--- config.mk ---
export PLATFORM = sky130hd
export DESIGN_NAME = pmim_top
export DESIGN_NICKNAME = d
export VERILOG_FILES = /design/src/pmim_pkg.sv /design/src/pmim_sel.sv /design/src/pmim_top.sv
export SDC_FILE = /design/constraint.sdc
export NUM_CORES = 1
export LEC_CHECK = 0
export BUFFER_PORTS_ARGS = -buffer_cell sky130_fd_sc_hd__clkbuf_2
export CAP_MARGIN = 10
export CORE_AREA = 2 2 78 80
export CTS_BUF_LIST = sky130_fd_sc_hd__clkbuf_16
export DETAILED_ROUTE_END_ITERATION = 10
export DIE_AREA = 0 0 80 82
export MAX_ROUTING_LAYER = met4
export PLACE_DENSITY = 0.74
export SYNTH_ARGS = -nofsm -noshare
export SYNTH_HDL_FRONTEND = slang
export SYNTH_HIERARCHICAL = 1
export SYNTH_SLANG_ARGS = --single-unit
--- constraint.sdc ---
create_clock -name core_clk -period 1.3 [get_ports core_clk]
set_input_delay 0.26 -clock core_clk [delete_from_list [all_inputs] [get_ports core_clk]]
set_output_delay 0.26 -clock core_clk [all_outputs]
set_load 0.05 [all_outputs]
--- src/pmim_pkg.sv ---
// package of constants for the packet mode interrupt mapping block
`default_nettype none
package pmim_pkg;
	// chip operating mode codes
	localparam logic [2:0] MODE_SLEEP   = 3'h0;
	localparam logic [2:0] MODE_STANDBY = 3'h1;
	localparam logic [2:0] MODE_SYNTH   = 3'h2;
	localparam logic [2:0] MODE_RX      = 3'h3;
	localparam logic [2:0] MODE_TX      = 3'h4;
	// line a rx selector codes
	localparam logic [1:0] A_RX_READY  = 2'h0;
	localparam logic [1:0] A_RX_WRBYTE = 2'h1;
	localparam logic [1:0] A_RX_EMPTY  = 2'h2;
	localparam logic [1:0] A_RX_MATCH  = 2'h3;
	// line b rx selector codes
	localparam logic [1:0] B_RX_PASS   = 2'h0;
	localparam logic [1:0] B_RX_FULL   = 2'h1;
	localparam logic [1:0] B_RX_RSSI   = 2'h2;
	localparam logic [1:0] B_RX_LEVEL  = 2'h3;
	// address filter off code
	localparam logic [1:0] ADDR_FILT_OFF = 2'h0;
	// reset values
	localparam logic       IRQ_RST     = 1'b0;
	localparam logic       FLAG_RST    = 1'b0;
endpackage : pmim_pkg
`default_nettype wire

--- src/pmim_sel.sv ---
// source selector for both interrupt lines
`timescale 1ns/100ps
`default_nettype none
module pmim_sel
(
	input  wire logic [2:0] mode,
	input  wire logic [1:0] a_rx_sel,
	input  wire logic [1:0] b_rx_sel,
	input  wire logic       a_tx_sel,
	input  wire logic       b_tx_sel,
	input  wire logic       ready_ev,
	input  wire logic       wrbyte_ev,
	input  wire logic       empty_ev,
	input  wire logic       match_ev,
	input  wire logic       full_ev,
	input  wire logic       pass_ev,
	input  wire logic       rssi_ev,
	input  wire logic       level_ev,
	input  wire logic       done_ev,
	output logic            line_a,
	output logic            line_b
);
	always_comb
	begin
		line_a = 1'b0;
		line_b = 1'b0;
		if (mode == pmim_pkg::MODE_RX)
		begin
			unique case (a_rx_sel)
				pmim_pkg::A_RX_READY:  line_a = ready_ev;
				pmim_pkg::A_RX_WRBYTE: line_a = wrbyte_ev;
				pmim_pkg::A_RX_EMPTY:  line_a = empty_ev;
				pmim_pkg::A_RX_MATCH:  line_a = match_ev;
			endcase
			unique case (b_rx_sel)
				pmim_pkg::B_RX_PASS:  line_b = pass_ev;
				pmim_pkg::B_RX_FULL:  line_b = full_ev;
				pmim_pkg::B_RX_RSSI:  line_b = rssi_ev;
				pmim_pkg::B_RX_LEVEL: line_b = level_ev;
			endcase
		end
		else if (mode == pmim_pkg::MODE_STANDBY)
		begin
			line_a = (a_rx_sel == pmim_pkg::A_RX_EMPTY) & empty_ev;
			line_b = ((b_rx_sel == pmim_pkg::B_RX_FULL) & full_ev)
				| ((b_rx_sel == pmim_pkg::B_RX_LEVEL) & level_ev);
		end
		else if (mode == pmim_pkg::MODE_TX)
		begin
			line_a = a_tx_sel ? empty_ev : level_ev;
			line_b = b_tx_sel ? done_ev : full_ev;
		end
	end
endmodule // pmim_sel
`default_nettype wire

--- src/pmim_top.sv ---
// packet mode interrupt mapping and packet-handler control gating
`timescale 1ns/100ps
`default_nettype none
module pmim_top
(
	input  wire logic        core_clk,
	input  wire logic        arst_n,
	input  wire logic [2:0]  chip_operating_mode,
	input  wire logic [1:0]  line_a_rx_source_sel,
	input  wire logic [1:0]  line_b_rx_source_sel,
	input  wire logic        line_a_tx_source_sel,
	input  wire logic        line_b_tx_source_sel,
	input  wire logic        packet_format_sel,
	input  wire logic [6:0]  payload_len_setting,
	input  wire logic [7:0]  node_addr_value,
	input  wire logic [1:0]  addr_filter_mode,
	input  wire logic [1:0]  preamble_len_sel,
	input  wire logic        sync_recog_en,
	input  wire logic [1:0]  sync_word_len,
	input  wire logic [1:0]  sync_error_tolerance,
	input  wire logic [31:0] sync_value,
	input  wire logic        autoclear_on_bad_check,
	input  wire logic        scrambler_en,
	input  wire logic        checksum_en,
	input  wire logic        biphase_coding_en,
	input  wire logic        last_byte_in_queue,
	input  wire logic        check_result_ok,
	input  wire logic        check_result_valid,
	input  wire logic        sync_seen,
	input  wire logic        addr_seen,
	input  wire logic        byte_written_evt,
	input  wire logic        queue_empty_evt,
	input  wire logic        queue_full_evt,
	input  wire logic        queue_level_evt,
	input  wire logic        rssi_evt,
	input  wire logic        send_complete_evt,
	input  wire logic        tx_ready,
	input  wire logic [6:0]  rx_len_byte,
	output logic             irq_line_a,
	output logic             irq_line_b,
	output logic             payload_ready_evt,
	output logic             check_pass_evt,
	output logic             addr_match_evt,
	output logic             tx_start,
	output logic             queue_flush,
	output logic             rx_len_accept,
	output logic             rx_len_fixed,
	output logic [6:0]       tx_len,
	output logic             tx_len_fixed,
	output logic [1:0]       tx_preamble_len,
	output logic             tx_scramble,
	output logic             tx_checksum,
	output logic             tx_biphase,
	output logic             rx_scramble,
	output logic             rx_checksum,
	output logic             rx_biphase,
	output logic             rx_sync_en,
	output logic [1:0]       rx_sync_len,
	output logic [1:0]       rx_sync_tol,
	output logic [31:0]      rx_sync_value,
	output logic [7:0]       rx_node_addr,
	output logic [1:0]       rx_addr_filter
);
	// ==========================================================
	// held receive events
	logic ready_r, ready_nxt;
	logic pass_r, pass_nxt;
	logic match_r, match_nxt;
	logic filt_on;
	logic in_rx, in_tx;

	assign in_rx = (chip_operating_mode == pmim_pkg::MODE_RX);
	assign in_tx = (chip_operating_mode == pmim_pkg::MODE_TX);
	assign filt_on = (addr_filter_mode != pmim_pkg::ADDR_FILT_OFF);

	always_comb
	begin
		ready_nxt = ready_r;
		pass_nxt  = pass_r;
		match_nxt = match_r;
		// drained queue clears; a new set wins over the clear
		if (queue_empty_evt)
		begin
			ready_nxt = 1'b0;
			pass_nxt  = 1'b0;
			match_nxt = 1'b0;
		end
		if (in_rx && last_byte_in_queue)
		begin
			// bad check with autoclear: no ready, queue flushed
			ready_nxt = ~(checksum_en & autoclear_on_bad_check & ~check_result_ok);
		end
		if (in_rx && check_result_valid && check_result_ok && checksum_en)
			pass_nxt = 1'b1;
		if (in_rx && (sync_seen || (addr_seen && filt_on)))
			match_nxt = 1'b1;
	end

	always_ff @(posedge core_clk or negedge arst_n)
	begin
		if (!arst_n)
		begin
			ready_r <= pmim_pkg::FLAG_RST;
			pass_r  <= pmim_pkg::FLAG_RST;
			match_r <= pmim_pkg::FLAG_RST;
		end
		else
		begin
			ready_r <= ready_nxt;
			pass_r  <= pass_nxt;
			match_r <= match_nxt;
		end
	end

	// ==========================================================
	// interrupt line selection
	logic line_a_c, line_b_c;

	pmim_sel u_sel
	(
		.mode      (chip_operating_mode),
		.a_rx_sel  (line_a_rx_source_sel),
		.b_rx_sel  (line_b_rx_source_sel),
		.a_tx_sel  (line_a_tx_source_sel),
		.b_tx_sel  (line_b_tx_source_sel),
		.ready_ev  (ready_r),
		.wrbyte_ev (byte_written_evt),
		.empty_ev  (queue_empty_evt),
		.match_ev  (match_r),
		.full_ev   (queue_full_evt),
		.pass_ev   (pass_r),
		.rssi_ev   (rssi_evt),
		.level_ev  (queue_level_evt),
		.done_ev   (send_complete_evt),
		.line_a    (line_a_c),
		.line_b    (line_b_c)
	);

	// ==========================================================
	// interrupt line registers
	logic ia_r, ia_nxt;
	logic ib_r, ib_nxt;

	always_comb
	begin
		// levels follow the selected source one cycle later
		ia_nxt = line_a_c;
		ib_nxt = line_b_c;
	end

	always_ff @(posedge core_clk or negedge arst_n)
	begin
		if (!arst_n)
		begin
			ia_r <= pmim_pkg::IRQ_RST;
			ib_r <= pmim_pkg::IRQ_RST;
		end
		else
		begin
			ia_r <= ia_nxt;
			ib_r <= ib_nxt;
		end
	end

	// ==========================================================
	// packet start, flush and length acceptance
	logic start_r, start_nxt;
	logic flush_r, flush_nxt;
	logic acc_r, acc_nxt;
	logic bad_check;

	// failed check at the last byte with autoclear armed
	assign bad_check = in_rx & last_byte_in_queue & checksum_en
		& autoclear_on_bad_check & ~check_result_ok;

	always_comb
	begin
		start_nxt = in_tx & line_a_tx_source_sel & tx_ready & ~queue_empty_evt;
		flush_nxt = (in_tx & line_a_tx_source_sel & send_complete_evt)
			| bad_check;
		// variable format: length byte must not exceed the maximum
		acc_nxt = packet_format_sel | (rx_len_byte <= payload_len_setting);
	end

	always_ff @(posedge core_clk or negedge arst_n)
	begin
		if (!arst_n)
		begin
			start_r <= 1'b0;
			flush_r <= 1'b0;
			acc_r   <= 1'b0;
		end
		else
		begin
			start_r <= start_nxt;
			flush_r <= flush_nxt;
			acc_r   <= acc_nxt;
		end
	end

	// ==========================================================
	// transmit-side settings and the packet format shared with the receive side
	logic [6:0] tx_len_r, tx_len_nxt;
	logic       fmt_r, fmt_nxt;
	logic [1:0] pre_r, pre_nxt;
	logic [2:0] tx_cfg_r, tx_cfg_nxt;

	always_comb
	begin
		tx_len_nxt = payload_len_setting;
		fmt_nxt    = packet_format_sel;
		// preamble length only reaches the transmit side
		pre_nxt    = preamble_len_sel;
		tx_cfg_nxt = {scrambler_en, checksum_en, biphase_coding_en};
	end

	always_ff @(posedge core_clk or negedge arst_n)
	begin
		if (!arst_n)
		begin
			tx_len_r <= 7'h00;
			fmt_r    <= 1'b0;
			pre_r    <= 2'h0;
			tx_cfg_r <= 3'h0;
		end
		else
		begin
			tx_len_r <= tx_len_nxt;
			fmt_r    <= fmt_nxt;
			pre_r    <= pre_nxt;
			tx_cfg_r <= tx_cfg_nxt;
		end
	end

	// ==========================================================
	// receive-side settings
	logic [2:0]  rx_cfg_r, rx_cfg_nxt;
	logic        sync_en_r, sync_en_nxt;
	logic [1:0]  sync_len_r, sync_len_nxt;
	logic [1:0]  sync_tol_r, sync_tol_nxt;
	logic [31:0] sync_val_r, sync_val_nxt;
	logic [7:0]  addr_r, addr_nxt;
	logic [1:0]  filt_r, filt_nxt;

	always_comb
	begin
		rx_cfg_nxt   = {scrambler_en, checksum_en, biphase_coding_en};
		sync_en_nxt  = sync_recog_en;
		sync_len_nxt = sync_word_len;
		sync_tol_nxt = sync_error_tolerance;
		sync_val_nxt = sync_value;
		// node address and filter mode never reach the transmit side
		addr_nxt     = node_addr_value;
		filt_nxt     = addr_filter_mode;
	end

	always_ff @(posedge core_clk or negedge arst_n)
	begin
		if (!arst_n)
		begin
			rx_cfg_r   <= 3'h0;
			sync_en_r  <= 1'b0;
			sync_len_r <= 2'h0;
			sync_tol_r <= 2'h0;
			sync_val_r <= 32'h0000_0000;
			addr_r     <= 8'h00;
			filt_r     <= 2'h0;
		end
		else
		begin
			rx_cfg_r   <= rx_cfg_nxt;
			sync_en_r  <= sync_en_nxt;
			sync_len_r <= sync_len_nxt;
			sync_tol_r <= sync_tol_nxt;
			sync_val_r <= sync_val_nxt;
			addr_r     <= addr_nxt;
			filt_r     <= filt_nxt;
		end
	end

	// ==========================================================
	// outputs
	assign irq_line_a        = ia_r;
	assign irq_line_b        = ib_r;
	assign payload_ready_evt = ready_r;
	assign check_pass_evt    = pass_r;
	assign addr_match_evt    = match_r;
	assign tx_start          = start_r;
	assign queue_flush       = flush_r;
	assign rx_len_accept     = acc_r;
	assign rx_len_fixed      = fmt_r;
	assign tx_len            = tx_len_r;
	assign tx_len_fixed      = fmt_r;
	assign tx_preamble_len   = pre_r;
	assign tx_scramble       = tx_cfg_r[2];
	assign tx_checksum       = tx_cfg_r[1];
	assign tx_biphase        = tx_cfg_r[0];
	assign rx_scramble       = rx_cfg_r[2];
	assign rx_checksum       = rx_cfg_r[1];
	assign rx_biphase        = rx_cfg_r[0];
	assign rx_sync_en        = sync_en_r;
	assign rx_sync_len       = sync_len_r;
	assign rx_sync_tol       = sync_tol_r;
	assign rx_sync_value     = sync_val_r;
	assign rx_node_addr      = addr_r;
	assign rx_addr_filter    = filt_r;
endmodule // pmim_top
`default_nettype wire

==> results.md <==
* Synth unique cells at 27
* Crit-path max cell delay at 0.38 ns
* Top-area cell type share of the netlist area at 78.7%
* Sw Pwr at 1490 uW
* Crit share post-route at 96.2%
* Cell Area, Synth at 2160 um2
* Total GRT Usage at 17.4%
* #FFs+latches synth at 68
* Final std cells w/o fill at 383
* Vias/cell at 4.34
* Kind of start point of the critical path: flip-flop
* Num CTS Buffers at 9
* Layout cell share with drive strength beyond 1 at 61.0%
* CP cell instances: clkbuf_2
* Flop2flop setup slack at 0.15 ns
* Hpwl dp at 4.43 mm
* Longest Clk Path Bufs at 2
* Sequential cell area fraction in the yosys report at 78.7%
* Setup tns final at 0 ns
* Worst slew pin tran at 0.349 ns
* Largest net degree at the start of global routing at 41
* Max-cap viol count at 0
* Final setup margin at 0.0498 ns
* ANT nets after route at 0
* Post-synth EDFFs at 0
* CP endpoint kind: output port
* Status: finished clean
* Post-synth top area cell: dfrtp_1
* Internal power at 3930 uW
* Antenna violations before repair at 0
* GRT Residual Overflow at 0
* Critical Path Fanout Max at 3
* Vias at 1661
* Placed insts at 366
* Hold Fails Final Rpt at 0
* CTS H-tree lvls at 3
* Pwr dens at 1600 nW/um2
* Number of global-route vias before repair at 1696
* P&R area growth vs syn at 56.5%
* Cell family with most CP delay: flip-flops
* Leakage at 0.00185 uW
* Net Count, Synth at 227
* Cell Rows at 28
* Sw frac at 27.4%
* First-iteration detailed-routing DRC count at 40
* Peak Freq at 800 MHz
* Peak supply drop at 0.000888 V
* Initial Utilization at 37.6%
* Worst Path Buf+Inv at 1
* CTS tree: yes
* Total Wirelength at 5.48 mm
* Min Clock Period, post-route at 1.25 ns
* Core Box Area at 5750 um2
* Count leader, synth: dfrtp_1
* Count of final setup violators at 0
* Clock Skew at 0.000785 ns
* First-pass GRT wire length at 7.90 mm
* Clock power share at 42.8%
* Gpl congestion at 0.806
* Final hold slack at 0.0417 ns
* Ys flop type: dfrtp_1
* Top cells by count, synth: 68 x dfrtp_1, 11 x inv_1, 7 x ha_1
* Final #Nets at 401
* Worst skew pair latency at 0.32 ns
* Flop pwr share at 41.7%
* Critical path class: reg2out
* Clk sinks at 68
* Die height at 82 um
* Max_slew headroom at 76.7%
* Req. time, crit path at 1.04 ns
* Synth top area cells: dfrtp_1 79%, ha_1 4.1%, inv_1 1.9%
* Routed length per instance at 14.3 um
* Clock Pin Slew Worst Setup and Hold Paths at 0.06 ns
* I/O Buffers at 162
* Ports at 163
* Async SR Flop Fraction at 100%
* Pre-CTS WS at 0.0929 ns
* # diodes at 0
* Max Slew Vio Count at 0
* RSZ-0062 raised after global routing: false
* Die Span X at 80 um
* Yosys warns at 6
* Cells after Synth at 129
* CP arrival at 0.99 ns
* Slowest-stage cell, CP: dfrtp_1
* TritonRoute pass-1 iters at 4
* Logic gate share of total power at 15.5%
* Hold Path Class: in2reg
* Clock Tree Root: clkbuf_16
* DRC Markers at 0
* Avg Cell Area, Syn at 16.8 um2
* Die ar. at 6560 um2
## power by group through the flow
stage	Clock [uW]	Sequential [uW]	Combinational, uW
after global placement	0	2290	830
after global routing	2470	2270	888
after detailed placement	0	2300	842
after CTS	2380	2260	848
final	2320	2260	839
after floorplan	0	2680	112
## metal layers
layer,GRT usage (%),vias to the layer above,part of all wire [%]
met5,-,-,0
met4,9.66,0,2.0
met3,5.16,10,5.9
met2,28.7,67,53
met1,18.8,799,39
li1,-,785,-
## final timing paths
| path | start | to | cells past startpoint |
|---|---|---|---|
| setup reg to reg | addr_match_evt | irq_line_a | 3 |
| hold / removal | sync_value[13] | rx_sync_value[13] | 1 |
| max in group asynchronous | arst_n | rx_node_addr[0] | 3 |
| setup / recovery | check_pass_evt | check_pass_evt | 1 |
| hold reg to reg | addr_match_evt | addr_match_evt | 2 |
| min in group asynchronous | arst_n | rx_sync_value[27] | 3 |
## state kept, by name, indices dropped and copies added, names as in the netlist, 2 cells and up
signal           cells
rx_cfg_r             3
tx_preamble_len      2
rx_addr_filter       2
rx_sync_tol          2
rx_node_addr         8
rx_sync_len          2
rx_sync_value       32
tx_len               7
## timing repair
item / in CTS / in global routing
endpoints found under the setup margin: 1 / 0
hold buffers: 1 / 0
resized for setup: 1 / 0
hold endpoints to repair: 52 / 0
buffers inserted: 0 / 0
## cell type report
class | instances | area (um2)
clock buffers | 9 | 225
clock inverters | 7 | 66.3
fillers | 513 | 2360
inverters | 11 | 41.3
multi-input cells | 46 | 389
flip-flops and latches | 68 | 1700
well taps | 75 | 93.8
repair buffers | 167 | 866
## logic make-up (layout without fill, tap and decap cells)
family / count (synthesis) / after routing / share of synthesized area [%]
DFF: 68 / 68 / 78.7
and+or+nand+nor: 19 / 19 / 6.66
muxes: 5 / 5 / 2.49
AOI/OAI and AO/OA: 15 / 15 / 4.80
adders and majority gates: 7 / 7 / 4.05
buffers and inverters: 15 / 194 / 3.30
## metrics by stage
stage / util, % / area, um2 / total power (uW)
after global routing: 58.9 / 3380 / 5630
after CTS: 58.9 / 3380 / 5490
after floorplan: - / 2160 / 2790
after detailed placement: 53.6 / 3080 / 3140
after global placement: 53.6 / 3080 / 3120
final: 58.9 / 3380 / 5420
## layout by cell type, fill, tap and decap left out, drive strengths merged
master,synthesis,final
a21oi,4,4
a22oi,1,1
a311oi,1,1
and3b,1,1
and4bb,1,1
buf,4,5
bufinv,0,1
clkbuf,0,170
clkinv,0,3
clkinvlp,0,2
dfrtp,68,68
dlygate4sd3,0,1
ha,7,7
inv,11,12
mux2,3,3
mux2i,2,2
nand2,3,3
nand2b,1,1
nand3,2,2
nand3b,3,3
nand4,1,1
nand4b,1,1
nand4bb,1,1
nor2,3,3
nor2b,1,1
nor3b,1,1
o21a,1,1
o21ai,2,2
o221ai,1,1
o22ai,4,4
o32ai,1,1
Note: power is estimated with default switching activity, not from simulation.
